[src/verilog/aot_defs.svh]
// Purpose: Offsets, field positions, reset values and timing counts of the
//          measurement-option and temperature readout block.
// Assumes: One 250 MHz clock; registers are 8 bits wide.
// Notes:   Definitions only.
`ifndef AOT_DEFS_SVH
`define AOT_DEFS_SVH

// ============================================================
// Register offsets
`define AOT_REG_VOLT25      8'h20
`define AOT_REG_VSUPPLY     8'h22
`define AOT_REG_REMOTE1     8'h25
`define AOT_REG_LOCAL       8'h26
`define AOT_REG_REMOTE2     8'h27
`define AOT_REG_CHAN_SEL    8'h55
`define AOT_REG_CFG2        8'h73
`define AOT_REG_FRACTION    8'h77

// ============================================================
// Field positions
`define AOT_CFG2_AVG_OFF    4
`define AOT_CFG2_BYPASS     5
`define AOT_CFG2_SINGLE     6
`define AOT_SEL_MSB         7
`define AOT_SEL_LSB         5

// ============================================================
// Channel selector codes
`define AOT_CH_VOLT25       3'h0
`define AOT_CH_VSUPPLY      3'h2
`define AOT_CH_REMOTE1      3'h5
`define AOT_CH_LOCAL        3'h6
`define AOT_CH_REMOTE2      3'h7

// ============================================================
// Reset values
`define AOT_RST_TEMP        8'h80
`define AOT_RST_FRACTION    2'h0
`define AOT_RST_VOLT        8'h00
`define AOT_RST_CFG2        8'h00
`define AOT_RST_CHAN_SEL    8'hFF

// ============================================================
// Timing
`define AOT_CLK_PERIOD_NS   4
`define AOT_CONV_TIME_NS    711000
`define AOT_REMOTE_MEAS_NS  25500000
`define AOT_AVG_SAMPLES     16

`endif

[src/verilog/aot_pkg.sv]
// Purpose: Types shared by the readout block.
// Assumes: Constants come from aot_defs.svh.
// Notes:   Types only.
package aot_pkg;

  // ============================================================
  // Sequencer states
  typedef enum logic [0:0] {
    AOT_ST_LAUNCH,
    AOT_ST_SETTLE
  } aot_state_type;

  // Selector code of a converter input
  typedef logic [2:0] aot_chan_type;

endpackage : aot_pkg

[src/verilog/aot_averager.sv]
// Purpose: Sixteen-sample running accumulator with bypass.
// Assumes: Samples are 10 bits, signed or unsigned per sample.
// Notes:   Result is the floor of the mean; clear restarts the count.
`timescale 1ns/1ns
`default_nettype none
`include "aot_defs.svh"

module aot_averager
  import aot_pkg::*;
(
  input wire logic clk_in,
  input wire logic resetn_in,
  input wire logic clear_in,
  input wire logic avg_off_in,
  input wire logic is_signed_in,
  input wire logic sample_valid_in,
  input wire logic [9:0] sample_in,
  output logic result_valid_out,
  output logic [9:0] result_out
);

  logic [13:0] acc_q, acc_d;
  logic [3:0] cnt_q, cnt_d;
  logic [9:0] res_q, res_d;
  logic vld_q, vld_d;
  logic [13:0] ext;
  logic [13:0] sum;

  // ============================================================
  // Accumulate; extending the sign keeps the mean of negatives right
  always_comb begin
    ext = is_signed_in ? {{4{sample_in[9]}}, sample_in} : {4'h0, sample_in};
    sum = acc_q + ext;
    acc_d = acc_q;
    cnt_d = cnt_q;
    res_d = res_q;
    vld_d = 1'b0;
    if (clear_in) begin
      acc_d = 14'h0000;
      cnt_d = 4'h0;
    end else if (sample_valid_in) begin
      if (avg_off_in) begin
        res_d = sample_in;
        vld_d = 1'b1;
        acc_d = 14'h0000;
        cnt_d = 4'h0;
      end else if (cnt_q == 4'(`AOT_AVG_SAMPLES - 1)) begin
        res_d = sum[13:4];
        vld_d = 1'b1;
        acc_d = 14'h0000;
        cnt_d = 4'h0;
      end else begin
        acc_d = sum;
        cnt_d = cnt_q + 4'h1;
      end
    end
  end

  // Register state
  always_ff @(posedge clk_in or negedge resetn_in) begin
    if (!resetn_in) begin
      acc_q <= 14'h0000;
      cnt_q <= 4'h0;
      res_q <= 10'h000;
      vld_q <= 1'b0;
    end else begin
      acc_q <= acc_d;
      cnt_q <= cnt_d;
      res_q <= res_d;
      vld_q <= vld_d;
    end
  end

  assign result_valid_out = vld_q;
  assign result_out = res_q;

endmodule : aot_averager

`default_nettype wire

[src/verilog/aot_readout.sv]
// Purpose: Measurement sequencing, option register and temperature result
//          registers with coherent fractional readout.
// Assumes: Register port is the internal side of the serial interface;
//          converter returns one sample per start within one slot.
// Notes:
// Operation
// - Voltage results are the mean of sixteen conversions by default.
// - Option bit four set stores single conversions, no averaging.
// - Unaveraged voltage reading finishes in one 711 us conversion.
// - Option bit five set bypasses the 2.5 V input attenuator.
// - Option bit six set converts only the selected channel.
// - Single-channel mode converts a selected voltage or local input every 711 us, a remote diode every 1593.75 us.
// - Selector field bits 7:5 at 0x55: 000 is 2.5 V, 010 supply.
// - Local temperature integer byte sits at 0x26, two's complement.
// - Temperature code spans -128 to +127 degrees, quarter-degree steps.
// - Remote temperature results are means of sixteen measurement cycles.
// - An averaged remote temperature measurement takes nominally 25.5 ms.
// - Fraction bits packed at 0x77: remote two 7:6, local 5:4, remote one 3:2.
// - Upper eight bits whole degrees, lower two quarter steps.
// - Integer temperature bytes readable any time, any order.
// - Fraction read freezes temperature registers until all are read.
// - An averaged voltage measurement takes nominally 11.38 ms.
`timescale 1ns/1ns
`default_nettype none
`include "aot_defs.svh"

module aot_readout
  import aot_pkg::*;
#(
  parameter int unsigned CONV_CYCLES = `AOT_CONV_TIME_NS / `AOT_CLK_PERIOD_NS,
  parameter int unsigned REMOTE_SLOT_CYCLES =
    `AOT_REMOTE_MEAS_NS / `AOT_CLK_PERIOD_NS / `AOT_AVG_SAMPLES
)
(
  input wire logic clk_in,
  input wire logic resetn_in,
  input wire logic [7:0] reg_addr_in,
  input wire logic reg_wr_in,
  input wire logic [7:0] reg_wdata_in,
  input wire logic reg_rd_in,
  output logic [7:0] reg_rdata_out,
  output logic reg_rvalid_out,
  output logic adc_start_out,
  output logic [2:0] adc_chan_out,
  output logic attn_bypass_out,
  input wire logic adc_valid_in,
  input wire logic [9:0] adc_data_in
);

  // ============================================================
  // Configuration registers
  logic [7:0] cfg2_q, cfg2_d;
  logic [7:0] sel_q, sel_d;
  logic restart;
  logic avg_off;
  logic single_mode;
  aot_chan_type sel_code;

  assign avg_off = cfg2_q[`AOT_CFG2_AVG_OFF];
  assign single_mode = cfg2_q[`AOT_CFG2_SINGLE];
  assign sel_code = sel_q[`AOT_SEL_MSB:`AOT_SEL_LSB];

  // Writes; any option change restarts the running measurement
  always_comb begin
    cfg2_d = cfg2_q;
    sel_d = sel_q;
    restart = 1'b0;
    if (reg_wr_in && reg_addr_in == `AOT_REG_CFG2) begin
      cfg2_d = reg_wdata_in;
      restart = 1'b1;
    end
    if (reg_wr_in && reg_addr_in == `AOT_REG_CHAN_SEL) begin
      sel_d = reg_wdata_in;
      restart = 1'b1;
    end
  end

  always_ff @(posedge clk_in or negedge resetn_in) begin
    if (!resetn_in) begin
      cfg2_q <= `AOT_RST_CFG2;
      sel_q <= `AOT_RST_CHAN_SEL;
    end else begin
      cfg2_q <= cfg2_d;
      sel_q <= sel_d;
    end
  end

  assign attn_bypass_out = cfg2_q[`AOT_CFG2_BYPASS];

  // ============================================================
  // Conversion sequencer
  aot_state_type state_q, state_d;
  aot_chan_type chan_q, chan_d;
  aot_chan_type chan_use;
  logic [18:0] timer_q, timer_d;
  logic start_q, start_d;
  logic [2:0] achan_q, achan_d;
  logic res_valid;
  logic [9:0] res_data;
  logic chan_is_temp;

  assign chan_is_temp = (chan_q == `AOT_CH_REMOTE1) || (chan_q == `AOT_CH_LOCAL) ||
                        (chan_q == `AOT_CH_REMOTE2);

  // Round-robin order: 2.5 V, supply, remote one, local, remote two
  function automatic aot_chan_type next_chan(input aot_chan_type c);
    aot_chan_type n;
    n = `AOT_CH_VOLT25;
    unique case (c)
      `AOT_CH_VOLT25: n = `AOT_CH_VSUPPLY;
      `AOT_CH_VSUPPLY: n = `AOT_CH_REMOTE1;
      `AOT_CH_REMOTE1: n = `AOT_CH_LOCAL;
      `AOT_CH_LOCAL: n = `AOT_CH_REMOTE2;
      default: n = `AOT_CH_VOLT25;
    endcase
    return n;
  endfunction : next_chan

  // One slot per conversion; remote diodes get the longer slot
  always_comb begin
    state_d = state_q;
    chan_d = chan_q;
    timer_d = timer_q;
    start_d = 1'b0;
    achan_d = achan_q;
    chan_use = single_mode ? sel_code : chan_q;
    if (restart) begin
      state_d = AOT_ST_LAUNCH;
    end else begin
      unique case (state_q)
        AOT_ST_LAUNCH: begin
          chan_d = chan_use;
          achan_d = chan_use;
          start_d = 1'b1;
          if (chan_use == `AOT_CH_REMOTE1 || chan_use == `AOT_CH_REMOTE2) begin
            timer_d = 19'(REMOTE_SLOT_CYCLES - 1);
          end else begin
            timer_d = 19'(CONV_CYCLES - 1);
          end
          state_d = AOT_ST_SETTLE;
        end
        AOT_ST_SETTLE: begin
          if (timer_q == 19'h0_0000) begin
            state_d = AOT_ST_LAUNCH;
          end else begin
            timer_d = timer_q - 19'h0_0001;
          end
          if (res_valid && !single_mode) begin
            chan_d = next_chan(chan_q);
          end
        end
      endcase
    end
  end

  always_ff @(posedge clk_in or negedge resetn_in) begin
    if (!resetn_in) begin
      state_q <= AOT_ST_LAUNCH;
      chan_q <= `AOT_CH_VOLT25;
      timer_q <= 19'h0_0000;
      start_q <= 1'b0;
      achan_q <= `AOT_CH_VOLT25;
    end else begin
      state_q <= state_d;
      chan_q <= chan_d;
      timer_q <= timer_d;
      start_q <= start_d;
      achan_q <= achan_d;
    end
  end

  assign adc_start_out = start_q;
  assign adc_chan_out = achan_q;

  // Averaging of sixteen samples, or pass-through when switched off
  aot_averager u_avg (
    .clk_in(clk_in),
    .resetn_in(resetn_in),
    .clear_in(restart),
    .avg_off_in(avg_off),
    .is_signed_in(chan_is_temp),
    .sample_valid_in(adc_valid_in),
    .sample_in(adc_data_in),
    .result_valid_out(res_valid),
    .result_out(res_data)
  );

  // ============================================================
  // Voltage result registers; reserved codes never match a store
  logic [7:0] v25_q, v25_d;
  logic [7:0] vsup_q, vsup_d;

  always_comb begin
    v25_d = v25_q;
    vsup_d = vsup_q;
    if (res_valid && chan_q == `AOT_CH_VOLT25) begin
      v25_d = res_data[9:2];
    end
    if (res_valid && chan_q == `AOT_CH_VSUPPLY) begin
      vsup_d = res_data[9:2];
    end
  end

  always_ff @(posedge clk_in or negedge resetn_in) begin
    if (!resetn_in) begin
      v25_q <= `AOT_RST_VOLT;
      vsup_q <= `AOT_RST_VOLT;
    end else begin
      v25_q <= v25_d;
      vsup_q <= vsup_d;
    end
  end

  // ============================================================
  // Temperature results: entry 0 remote one, 1 local, 2 remote two
  logic [9:0] temp_q [3];
  logic [9:0] temp_d [3];
  logic [9:0] pend_q [3];
  logic [9:0] pend_d [3];
  logic [2:0] pendv_q, pendv_d;
  logic [2:0] rmask_q, rmask_d;
  logic freeze_q, freeze_d;
  logic frac_read;
  logic all_read;

  assign frac_read = reg_rd_in && reg_addr_in == `AOT_REG_FRACTION;
  assign all_read = &rmask_q;

  genvar gi;
  generate
    for (gi = 0; gi < 3; gi++) begin : g_temp
      localparam aot_chan_type CODE = (gi == 0) ? `AOT_CH_REMOTE1 :
                                      (gi == 1) ? `AOT_CH_LOCAL : `AOT_CH_REMOTE2;
      localparam logic [7:0] ADDR = (gi == 0) ? `AOT_REG_REMOTE1 :
                                    (gi == 1) ? `AOT_REG_LOCAL : `AOT_REG_REMOTE2;
      logic hit;
      assign hit = res_valid && chan_q == CODE;

      // Frozen entries park new results; parked result lands on release
      always_comb begin
        temp_d[gi] = temp_q[gi];
        pend_d[gi] = pend_q[gi];
        pendv_d[gi] = pendv_q[gi];
        rmask_d[gi] = rmask_q[gi];
        if (freeze_q) begin
          if (hit) begin
            pend_d[gi] = res_data;
            pendv_d[gi] = 1'b1;
          end
        end else if (hit) begin
          temp_d[gi] = res_data;
          pendv_d[gi] = 1'b0;
        end else if (pendv_q[gi]) begin
          temp_d[gi] = pend_q[gi];
          pendv_d[gi] = 1'b0;
        end
        if (frac_read) begin
          rmask_d[gi] = 1'b0;
        end else if (reg_rd_in && reg_addr_in == ADDR) begin
          rmask_d[gi] = 1'b1;
        end
      end

      always_ff @(posedge clk_in or negedge resetn_in) begin
        if (!resetn_in) begin
          temp_q[gi] <= {`AOT_RST_TEMP, `AOT_RST_FRACTION};
          pend_q[gi] <= 10'h000;
          pendv_q[gi] <= 1'b0;
          rmask_q[gi] <= 1'b0;
        end else begin
          temp_q[gi] <= temp_d[gi];
          pend_q[gi] <= pend_d[gi];
          pendv_q[gi] <= pendv_d[gi];
          rmask_q[gi] <= rmask_d[gi];
        end
      end
    end
  endgenerate

  // Freeze is set by a fraction read, which wins over a release
  always_comb begin
    freeze_d = frac_read || (freeze_q && !all_read);
  end

  always_ff @(posedge clk_in or negedge resetn_in) begin
    if (!resetn_in) begin
      freeze_q <= 1'b0;
    end else begin
      freeze_q <= freeze_d;
    end
  end

  // ============================================================
  // Read port; answer one cycle after the strobe, unmapped reads zero
  logic [7:0] rdata_q, rdata_d;
  logic rvalid_q, rvalid_d;

  always_comb begin
    rdata_d = rdata_q;
    rvalid_d = reg_rd_in;
    if (reg_rd_in) begin
      unique case (reg_addr_in)
        `AOT_REG_VOLT25: rdata_d = v25_q;
        `AOT_REG_VSUPPLY: rdata_d = vsup_q;
        `AOT_REG_REMOTE1: rdata_d = temp_q[0][9:2];
        `AOT_REG_LOCAL: rdata_d = temp_q[1][9:2];
        `AOT_REG_REMOTE2: rdata_d = temp_q[2][9:2];
        `AOT_REG_CHAN_SEL: rdata_d = sel_q;
        `AOT_REG_CFG2: rdata_d = cfg2_q;
        `AOT_REG_FRACTION: rdata_d = {temp_q[2][1:0], temp_q[1][1:0],
                                      temp_q[0][1:0], 2'h0};
        default: rdata_d = 8'h00;
      endcase
    end
  end

  always_ff @(posedge clk_in or negedge resetn_in) begin
    if (!resetn_in) begin
      rdata_q <= 8'h00;
      rvalid_q <= 1'b0;
    end else begin
      rdata_q <= rdata_d;
      rvalid_q <= rvalid_d;
    end
  end

  assign reg_rdata_out = rdata_q;
  assign reg_rvalid_out = rvalid_q;

endmodule : aot_readout

`default_nettype wire

[config.mk]
export PLATFORM = sky130hd
export DESIGN_NAME = aot_readout
export DESIGN_NICKNAME = d
export VERILOG_FILES = /design/src/verilog/aot_pkg.sv /design/src/verilog/aot_averager.sv /design/src/verilog/aot_readout.sv
export VERILOG_INCLUDE_DIRS = /design/src /design/src/verilog
export SDC_FILE = /design/constraint.sdc
export NUM_CORES = 1
export LEC_CHECK = 0
export BUFFER_PORTS_ARGS = -buffer_cell sky130_fd_sc_hd__buf_2
export CORE_MARGIN = 1.5
export CORE_UTILIZATION = 32
export DETAILED_ROUTE_END_ITERATION = 12
export PLACE_DENSITY = 0.5
export REMOVE_ABC_BUFFERS = 1
export SYNTH_ARGS = -nofsm -noshare
export SYNTH_HDL_FRONTEND = slang
export SYNTH_SLANG_ARGS = --single-unit
[constraint.sdc]
create_clock -name clk_in -period 2.8 [get_ports clk_in]
set_input_delay 0.28 -clock clk_in [delete_from_list [all_inputs] [get_ports clk_in]]
set_output_delay 0.28 -clock clk_in [all_outputs]
set_load 0.02 [all_outputs]
=== After elaboration in Yosys (flattened, before gate mapping) ===
Index checks and enable logic that the tools add are counted.

* Magnitude comparators: 0
* Reduce and logical (&&, ||, !) cells: 40
* Add/subtract/negate cells: 3
* Bitwise gates (word level): 3
* Divide/modulo/power cells: 0
* Shift-type cells: 0
* Mux-type cells: 48
* Equal/unequal tests: 20
* $mul: 0

{| class="wikitable"
|+ Operators with widths
! operator !! count
|-
| 2-to-1 mux 10 bit || 8
|-
| 2-to-1 mux 14 bit || 5
|-
| one-hot mux 8 bit (8 select lines) || 1
|-
| equality test 8 x 6 -> 1 bit, second input constant || 5
|-
| 2-to-1 mux 19 bit || 2
|-
| one-hot mux 19 bit (2 select lines) || 1
|-
| equality test 8 x 7 -> 1 bit, second input constant || 3
|-
| 2-to-1 mux 1 bit || 22
|-
| logical NOT 19 bit || 1
|-
| subtractor 19 x 1 -> 19 bit, second input constant || 1
|-
| AND reduction 2 bit || 9
|-
| 2-to-1 mux 4 bit || 4
|-
| nonzero test 2 bit || 8
|-
| equality test 3 bit, second input constant || 5
|-
| adder 14 bit || 1
|-
| logical AND 1 bit || 13
|-
| one-hot mux 3 bit (4 select lines) || 1
|-
| != test 2 x 1 -> 1 bit, second input constant || 4
|-
| 2-to-1 mux 3 bit || 2
|-
| one-hot mux 3 bit (2 select lines) || 1
|-
| AND reduction 3 bit || 2
|-
| adder 4 x 1 -> 4 bit, second input constant || 1
|-
| equality test 4 bit, second input constant || 1
|-
| logical OR 1 bit || 4
|-
| other kinds (6) || 9
|}

* Register bits after elaboration: 164
* Bits in latches: 0
* Memory bits (read-only): 0
* Memories: 0
* RAM bits: 0
* Input port bits: 31
* Word-level logic and storage cells: 142

=== Depth between registers and ports, before layout ===
Gate-level depths: netlist of run 1.

* Word-level depth: 9
* Gate-level depth with buffers: 11
* Mapped depth without buffers: 10

=== By module ===
A second synthesis of run 1 with hierarchy kept.

* Cells, all modules: 823
* Area, all modules: 8,486.9 um^2

{| class="wikitable"
|+ By module, submodules not included
! module !! area an instance (um^2) !! times used !! sequential area each (um^2) !! cells an instance
|-
| aot_readout || 6,448.7 || 1 || 3,392.0 || 591
|-
| aot_averager || 2,038.2 || 1 || 725.7 || 232
|}

=== Worst setup path after synthesis of run 1 ===
OpenSTA, ideal clock, no wires.

* Kind: reg-to-reg
* Start point: register chan_q[1]
* End point: register u_avg.res_q[9], in the netlist u_avg.result_out[9]
* Path buffers: 1
* Path slack: 0.228 ns
* Required time: 2.673 ns
* Period minus slack after synthesis: 2.572 ns
* Stages on the path, launching flop included: 12
* Arrival time: 2.445 ns
* Cell sequence: dfrtp_1 -> clkbuf_1 -> o211ai_1 -> inv_1 -> ha_1 -> and3_1 -> nand3_1 -> a21o_1 -> and4_1 -> nor3_1 -> mux2i_1 -> nand3_1

* Word-level cells in the longest chain between the ends: 7
* Elaborated cells on any way between the ends: 9
* Those cells by class: 1 x add/sub; 3 x eq/ne; 3 x mux; 2 x reduce/logical

{| class="wikitable"
|+ RTL lines
! item !! RTL line !! RTL
|-
| start, declared || aot_readout.sv:93 || <nowiki>aot_chan_type chan_q, chan_d;</nowiki>
|-
| start signal, assigned || aot_readout.sv:159 || <nowiki>chan_q <= `AOT_CH_VOLT25;</nowiki>
|-
| start signal, assigned || aot_readout.sv:165 || <nowiki>chan_q <= chan_d;</nowiki>
|-
| equality test 3 bit || -- ||
|-
| logical OR 1 bit || aot_readout.sv:102 || <nowiki>assign chan_is_temp = (chan_q == `AOT_CH_REMOTE1) || (chan_q == `AOT_CH_LOCAL) ||</nowiki>
|-
| logical OR 1 bit (*) || aot_readout.sv:102 ||
|-
| 2-to-1 mux 14 bit (*) || aot_averager.sv:32 || <nowiki>ext = is_signed_in ? {{4{sample_in[9]}}, sample_in} : {4'h0, sample_in};</nowiki>
|-
| adder 14 bit (*) || aot_averager.sv:33 || <nowiki>sum = acc_q + ext;</nowiki>
|-
| 2-to-1 mux 10 bit (*) || aot_averager.sv:47 || <nowiki>end else if (cnt_q == 4'(`AOT_AVG_SAMPLES - 1)) begin</nowiki>
|-
| 2-to-1 mux 10 bit (*) || aot_averager.sv:42 || <nowiki>if (avg_off_in) begin</nowiki>
|-
| end signal, assigned || aot_averager.sv:69 || <nowiki>res_q <= res_d;</nowiki>
|-
| end, declared || aot_averager.sv:24 || <nowiki>logic [9:0] res_q, res_d;</nowiki>
|}

Mark *: on every way between the ends. The rest lies on a longest branch, timed or not. The select of a mux whose other input is x is not followed.
A chain may end at the register's enable or synchronous reset.

=== Worst setup path after layout of run 1 ===
* Start point: register timer_q[3]
* End point: register timer_q[4]

* Word-level cells in the longest chain between the ends: 3
* Elaborated cells on any way between the ends: 6
* Those cells by class: 1 x add/sub; 1 x eq/ne; 2 x mux; 2 x reduce/logical

{| class="wikitable"
|+ RTL lines
! item !! RTL line !! RTL
|-
| start, declared || aot_readout.sv:95 || <nowiki>logic [18:0] timer_q, timer_d;</nowiki>
|-
| start signal, assigned || aot_readout.sv:166 || <nowiki>timer_q <= timer_d;</nowiki>
|-
| subtractor 19 x 1 -> 19 bit or logical NOT 19 bit (tied branches) || aot_readout.sv:146, aot_readout.sv:143 ||
|-
| 2-to-1 mux 19 bit or != test 2 bit (tied branches) || -- ||
|-
| one-hot mux 19 bit (2 select lines) or AND reduction 2 bit (tied branches) || -- ||
|}

Parallel ways exist; a longest one is shown, timed or not. The select of a mux whose other input is x is not followed.

==> results.sh, run 1 <==
export IMPL_cp_max_fo=9
export IMPL_clk_path_buf_depth=2
export IMPL_fin_crit_ns=2.658
export IMPL_antenna_found_initial=0
export IMPL_hpwl_um=14770
export IMPL_initialDrtViolationCount=385
export IMPL_setup_viol=0
export IMPL_drive_above_1_share_pct=23.20
export IMPL_die_h_um=161.8
export IMPL_crit_slowest_cell="dfrtp_1"
export IMPL_synth_edf_count=0
export IMPL_cpMostUsedCell="or3_4"
export IMPL_via_per_inst=5.156
export IMPL_synth_seq_cells=164
export IMPL_clock_sinks=164
export IMPL_via_count=6027
export IMPL_cellPowerDensity_nw_per_um2=778.5
export IMPL_wl_per_cell_um=17.65
export IMPL_multi_input_area_um2=3710
export IMPL_status="finished, final reports clean"
export IMPL_p_leak_nw=4.143
export IMPL_ys_seq_area_share_pct=51.05
export IMPL_drc=0
export IMPL_dieArea_um2=26160
export IMPL_wirelength_um=20630
export IMPL_insertion_delay_ns=0.43
export IMPL_areaGrowthSynthToFinish_pct=17.24
export IMPL_mappedNetlistArea_um2=8065
export IMPL_yosysWarnings=0
export IMPL_synth_async_reset_ratio_pct=100.0
export IMPL_yosysUniqueCellTypes=60
export IMPL_mostFrequentLayoutCell="dfrtp_1"
export IMPL_core_area_um2=24530
export IMPL_finalNetCount=879
export IMPL_start_util_pct=32.87
export IMPL_worst_pin_slew_ns=0.8575
export IMPL_cts_tree="yes"
export IMPL_crit_path_end_kind="flip-flop"
export IMPL_track_usage_pct=16.67
export IMPL_grt_pass1_wl_um=33840
export IMPL_cts_root_buffer="clkbuf_16"
export IMPL_finalMaxSlewViolations=0
export IMPL_path_class="reg2reg"
export IMPL_antenna_left=0
export IMPL_port_buffer_count=44
export IMPL_slowest_delay_ns=0.41
export IMPL_diodes=0
export IMPL_post_cts_buffers=0
export IMPL_fmax_ghz=0.3762
export IMPL_drt_pre_antenna_iters=5
export IMPL_drv_cap=0
export IMPL_syn_avg_cell_area_um2=10.45
export IMPL_grt_pass1_vias=6014
export IMPL_cts_htree_levels=4
export IMPL_ctsResizeCount=0
export IMPL_grt_setup_unrepaired="false"
export IMPL_ir_worst_vdd_mv=0.3337
export IMPL_layout_common_cells="153 x dfrtp_1, 87 x nand2_1, 66 x mux2_2, 65 x o21ai_0, 48 x nor2_1"
export IMPL_critPathLaunchType="flip-flop"
export IMPL_clk_pin_slew_worst_paths_ns=0.07
export IMPL_worstPathCellList="or3_4 > or3_4 > or3_4 > o21ai_4 > nor2_1 > mux2_2 > a221o_1"
export IMPL_io_pins=45
export IMPL_clock_skew_ns=0.01071
export IMPL_arrival_ns=2.97
export IMPL_grt_max_degree=55
export IMPL_hold_class="in2reg"
export IMPL_syn_instance_count=772
export IMPL_cp_required_ns=3.12
export IMPL_holdWs_ns=0.1075
export IMPL_overflow=0
export IMPL_regArea_um2=4118
export IMPL_fin_crit_sh_pct=94.93
export IMPL_die_w_um=161.8
export IMPL_yosys_most_used_dff="dfrtp_1"
export IMPL_maxSlewHeadroom_pct=42.71
export IMPL_tns_ns=0
export IMPL_fillCellCount=2442
export IMPL_cts_buffers=17
export IMPL_rows=57
export IMPL_hold_viol_final=0
export IMPL_place_congestion=0.8342
## sequential cells by signal (all words and copies together), names as in the netlist, 10 cells and up
register          cells
u_avg.result_out     10
timer_q              19
u_avg.acc_q          14
temp_q               30
pend_q               30
## what timing repair did
action / CTS / global route
hold buffers: 1 / 0
endpoints found under the setup margin: 0 / 1
endpoints found under the hold margin: 50 / 0
## through the flow
step	cell area [um2]	setup WS, ns	cells	power (W)	utilization (%)
2_1_floorplan	7900	0.2143	732	0.004289	-
3_3_place_gp	8833	0.1820	1136	0.004922	36.01
3_5_place_dp	8833	0.1373	1136	0.004930	36.01
4_1_cts	9455	0.1197	1169	0.007435	38.54
5_1_grt	9455	0.02066	1169	0.007811	38.54
6_report	9455	0.1420	1169	0.007361	38.54
## worst paths after layout
| kind | startpoint | endpoint | slack [ns] | cells after the start |
|---|---|---|---|---|
| setup / recovery | timer_q[3] | timer_q[4] | 0.14 | 7 |
| hold / removal | reg_wdata_in[3] | sel_q[3] | 0.11 | 2 |
| setup reg to reg | timer_q[3] | timer_q[4] | 0.14 | 7 |
| hold reg to reg | temp_q[12] | temp_q[12] | 0.47 | 2 |
| max in group asynchronous | resetn_in | temp_q[13] | 1.66 | 3 |
| min in group asynchronous | resetn_in | u_avg.acc_q[2] | 0.38 | 2 |
## power breakdown
| group | internal (W) | switching (W) | total (W) |
|---|---|---|---|
| combinational | 0.000764 | 0.000883 | 0.00165 |
| sequential | 0.00278 | 0.000466 | 0.00324 |
| clock | 0.00151 | 0.000960 | 0.00247 |
## layout make-up
class | count | area share (%)
sequential | 164 | 43.55
multi-input combinational | 547 | 39.24
timing repair buffer | 81 | 5.624
clock buffer | 22 | 4.803
tap | 324 | 4.287
clock inverter | 10 | 1.667
inverter | 21 | 0.8337
## synth_stat cells, types with 15 or more instances
| master | count | share of area, % |
|---|---|---|
| a21oi_1 | 27 | 1.7 |
| a22oi_1 | 45 | 4.2 |
| clkbuf_1 | 27 | 1.3 |
| dfrtp_1 | 153 | 47 |
| ha_1 | 15 | 2.3 |
| inv_1 | 18 | 0.84 |
| mux2_2 | 66 | 9.2 |
| mux2i_1 | 20 | 2.5 |
| nand2_1 | 87 | 4.0 |
| nor2_1 | 48 | 2.2 |
| nor3_1 | 21 | 1.3 |
| o21ai_0 | 65 | 4.0 |
| o22ai_1 | 16 | 1.2 |
| xnor2_1 | 16 | 1.7 |
## cells by family after synthesis
| logic type | share of synthesized area (%) |
|---|---|
| DFF | 51.05 |
| adders and majority gates | 2.575 |
| xor gates and xnor gates | 2.172 |
| and+or+nand+nor | 12.72 |
| buffers and inverters | 3.025 |
| muxes | 11.70 |
| AOI/OAI and AO/OA | 16.75 |
## worst max-delay path: cells and delay by family, from the launching register on
kind	cells	cell delay (ns)
and+or+nand+nor	4	1.29
muxes	1	0.26
DFF	1	0.41
AOI/OAI and AO/OA	2	0.56
## routing by layer
metal | up-vias | share of wire (%) | GRT usage [%]
li1 | 2921 | - | -
met1 | 2969 | 51 | 24.51
met2 | 119 | 44 | 25.09
met3 | 18 | 3.3 | 2.911
met4 | 0 | 1.5 | 4.754
met5 | - | 0 | 0
Power figures use the tool's default switching activity.
==> run 2: changes to the inputs <==
--- a/config.mk
+++ b/config.mk
@@ -8,9 +8,9 @@
 export LEC_CHECK = 0
 export BUFFER_PORTS_ARGS = -buffer_cell sky130_fd_sc_hd__buf_2
 export CORE_MARGIN = 1.5
-export CORE_UTILIZATION = 32
+export CORE_UTILIZATION = 56
 export DETAILED_ROUTE_END_ITERATION = 12
-export PLACE_DENSITY = 0.5
+export PLACE_DENSITY = 0.75
 export REMOVE_ABC_BUFFERS = 1
 export SYNTH_ARGS = -nofsm -noshare
 export SYNTH_HDL_FRONTEND = slang
==> constraint.sdc (replaced) <==
create_clock -name clk_in -period 2.85 [get_ports clk_in]
set_input_delay 0.285 -clock clk_in [delete_from_list [all_inputs] [get_ports clk_in]]
set_output_delay 0.285 -clock clk_in [all_outputs]
set_load 0.02 [all_outputs]
==> results.sh, run 2 (synthesized netlist as in run 1, its figures left out) <==
export IMPL_fin_crit_ns=2.693
export IMPL_reg2reg_to="timer_q[8]"
export IMPL_mostFrequentLayoutCell="dfrtp_1"
export IMPL_critPathBufInv=2
export IMPL_hpwl_um=13670
export IMPL_antenna_left=0
export IMPL_setup_viol=0
export IMPL_crit_family="simple AND/OR/NAND/NOR gates"
export IMPL_place_congestion=0.9937
export IMPL_worstPathCellList="or3_4 > or3_4 > or3_4 > o21ai_4 > buf_4 > inv_2 > nand3_1 > xor2_1 > nor2_1"
export IMPL_antenna_found_initial=0
export IMPL_finish_instance_area_um2=9096
export IMPL_rrSetupSlack_ns=0.16
export IMPL_grt_pass1_wl_um=31690
export IMPL_cp_required_ns=3.16
export IMPL_die_h_um=123.0
export IMPL_worst_pin_slew_ns=0.9773
export IMPL_top_regs="pend_q x30, temp_q x30, timer_q x19"
export IMPL_clk_path_buf_depth=2
export IMPL_fmax_ghz=0.3713
export IMPL_power_w=0.006913
export IMPL_finish_utilization_pct=65.03
export IMPL_finalNetCount=869
export IMPL_status="finished, violations left"
export IMPL_insertion_delay_ns=0.43
export IMPL_ir_worst_vdd_mv=0.4721
export IMPL_dieArea_um2=15130
export IMPL_grt_max_degree=113
export IMPL_wl_per_cell_um=19.11
export IMPL_holdWs_ns=-0.06287
export IMPL_fillCellCount=1108
export IMPL_cp_max_fo=10
export IMPL_drc=0
export IMPL_crit_path_end_kind="flip-flop"
export IMPL_areaGrowthSynthToFinish_pct=12.78
export IMPL_wirelength_um=19400
export IMPL_cts_buffers=17
export IMPL_tns_ns=0
export IMPL_overflow=0
export IMPL_slowest_delay_ns=0.42
export IMPL_clock_sinks=164
export IMPL_via_per_inst=6.167
export IMPL_finalMaxSlewViolations=0
export IMPL_core_area_um2=13990
export IMPL_cellPowerDensity_nw_per_um2=760.0
export IMPL_cts_tree="yes"
export IMPL_p_leak_nw=4.046
export IMPL_cts_hold_buf=0
export IMPL_drt_pre_antenna_iters=5
export IMPL_critPathLaunchType="flip-flop"
export IMPL_timing_rr_start="timer_q[3]"
export IMPL_maxSlewHeadroom_pct=34.85
export IMPL_die_w_um=123.0
export IMPL_port_buffer_count=44
export IMPL_grt_pass1_vias=6136
export IMPL_cts_htree_levels=4
export IMPL_hold_viol_final=15
export IMPL_fin_crit_sh_pct=94.51
export IMPL_initialDrtViolationCount=519
export IMPL_failed_checks="negative hold slack"
export IMPL_diodes=0
export IMPL_drv_cap=0
export IMPL_clk_pin_slew_worst_paths_ns=0.07
export IMPL_clock_skew_ns=0.01096
export IMPL_io_pins=45
export IMPL_drive_above_1_share_pct=22.40
export IMPL_worst_r2r_cell_count=9
export IMPL_rows=43
export IMPL_cts_root_buffer="clkbuf_16"
export IMPL_track_usage_pct=27.49
export IMPL_arrival_ns=3.00
export IMPL_grt_setup_unrepaired="false"
export IMPL_crit_slowest_cell="dfrtp_1"
export IMPL_path_class="reg2reg"
export IMPL_cpMostUsedCell="or3_4"
export IMPL_hold_class="in2async"
export IMPL_placed_cell_area_um2=8546
export IMPL_via_count=6260
export IMPL_start_util_pct=57.66
export IMPL_layout_common_cells="153 x dfrtp_1, 87 x nand2_1, 66 x mux2_2, 65 x o21ai_0, 48 x nor2_1"
run 2: timing repair:
item | 4_1_cts | 5_1_grt
endpoints found under the setup margin | 0 | 2
hold endpoints to repair | 0 | 0
gates resized for setup | 0 | 1
buffers inserted | 0 | 2
run 2: worst max path at each step:
stage                                endpoint  depth (start not counted)        from  slack, ns
final                              timer_q[8]                          9  timer_q[3]       0.16
after global routing               timer_q[8]                          9  timer_q[3]       0.03
after CTS                 u_avg.result_out[9]                         10   chan_q[0]       0.15
after detailed placement  u_avg.result_out[9]                         10   chan_q[0]       0.17
after global placement    u_avg.result_out[9]                         10   chan_q[0]       0.27
after floorplan                    timer_q[4]                          7  timer_q[3]       0.26
run 2: power by group:
| part | internal, W | switching, W | total, W |
|---|---|---|---|
| combinational | 0.000743 | 0.000893 | 0.00164 |
| clock | 0.00119 | 0.000885 | 0.00208 |
| sequential | 0.00273 | 0.000471 | 0.00320 |
run 2: routing by layer:
layer  track usage (%)  vias up  share of wire [%]  routed length (um)
li1                  -     2910                  -                   -
met1             37.25     3094                 45                8719
met2             43.82      220                 47                9102
met3             6.089       36                5.9                1143
met4             9.770        0                2.2                 435
met5                 0        -                  0                   0
run 2: cell type report:
class / instances / area [um2] / area share [%]
clock inverter: 10 / 86.33 / 0.9491
inverter: 21 / 78.83 / 0.8666
timing repair buffer: 71 / 429.2 / 4.718
clock buffer: 22 / 444.2 / 4.883
multi-input combinational: 547 / 3715 / 40.84
sequential: 164 / 4118 / 45.27
tap: 180 / 225.2 / 2.476
run 2: stage by stage:
stage,setup slack [ns],instances
floorplan,0.2643,732
global placement,0.2659,981
detailed placement,0.1653,981
CTS,0.1532,1013
global route,0.03190,1015
finish,0.1565,1015
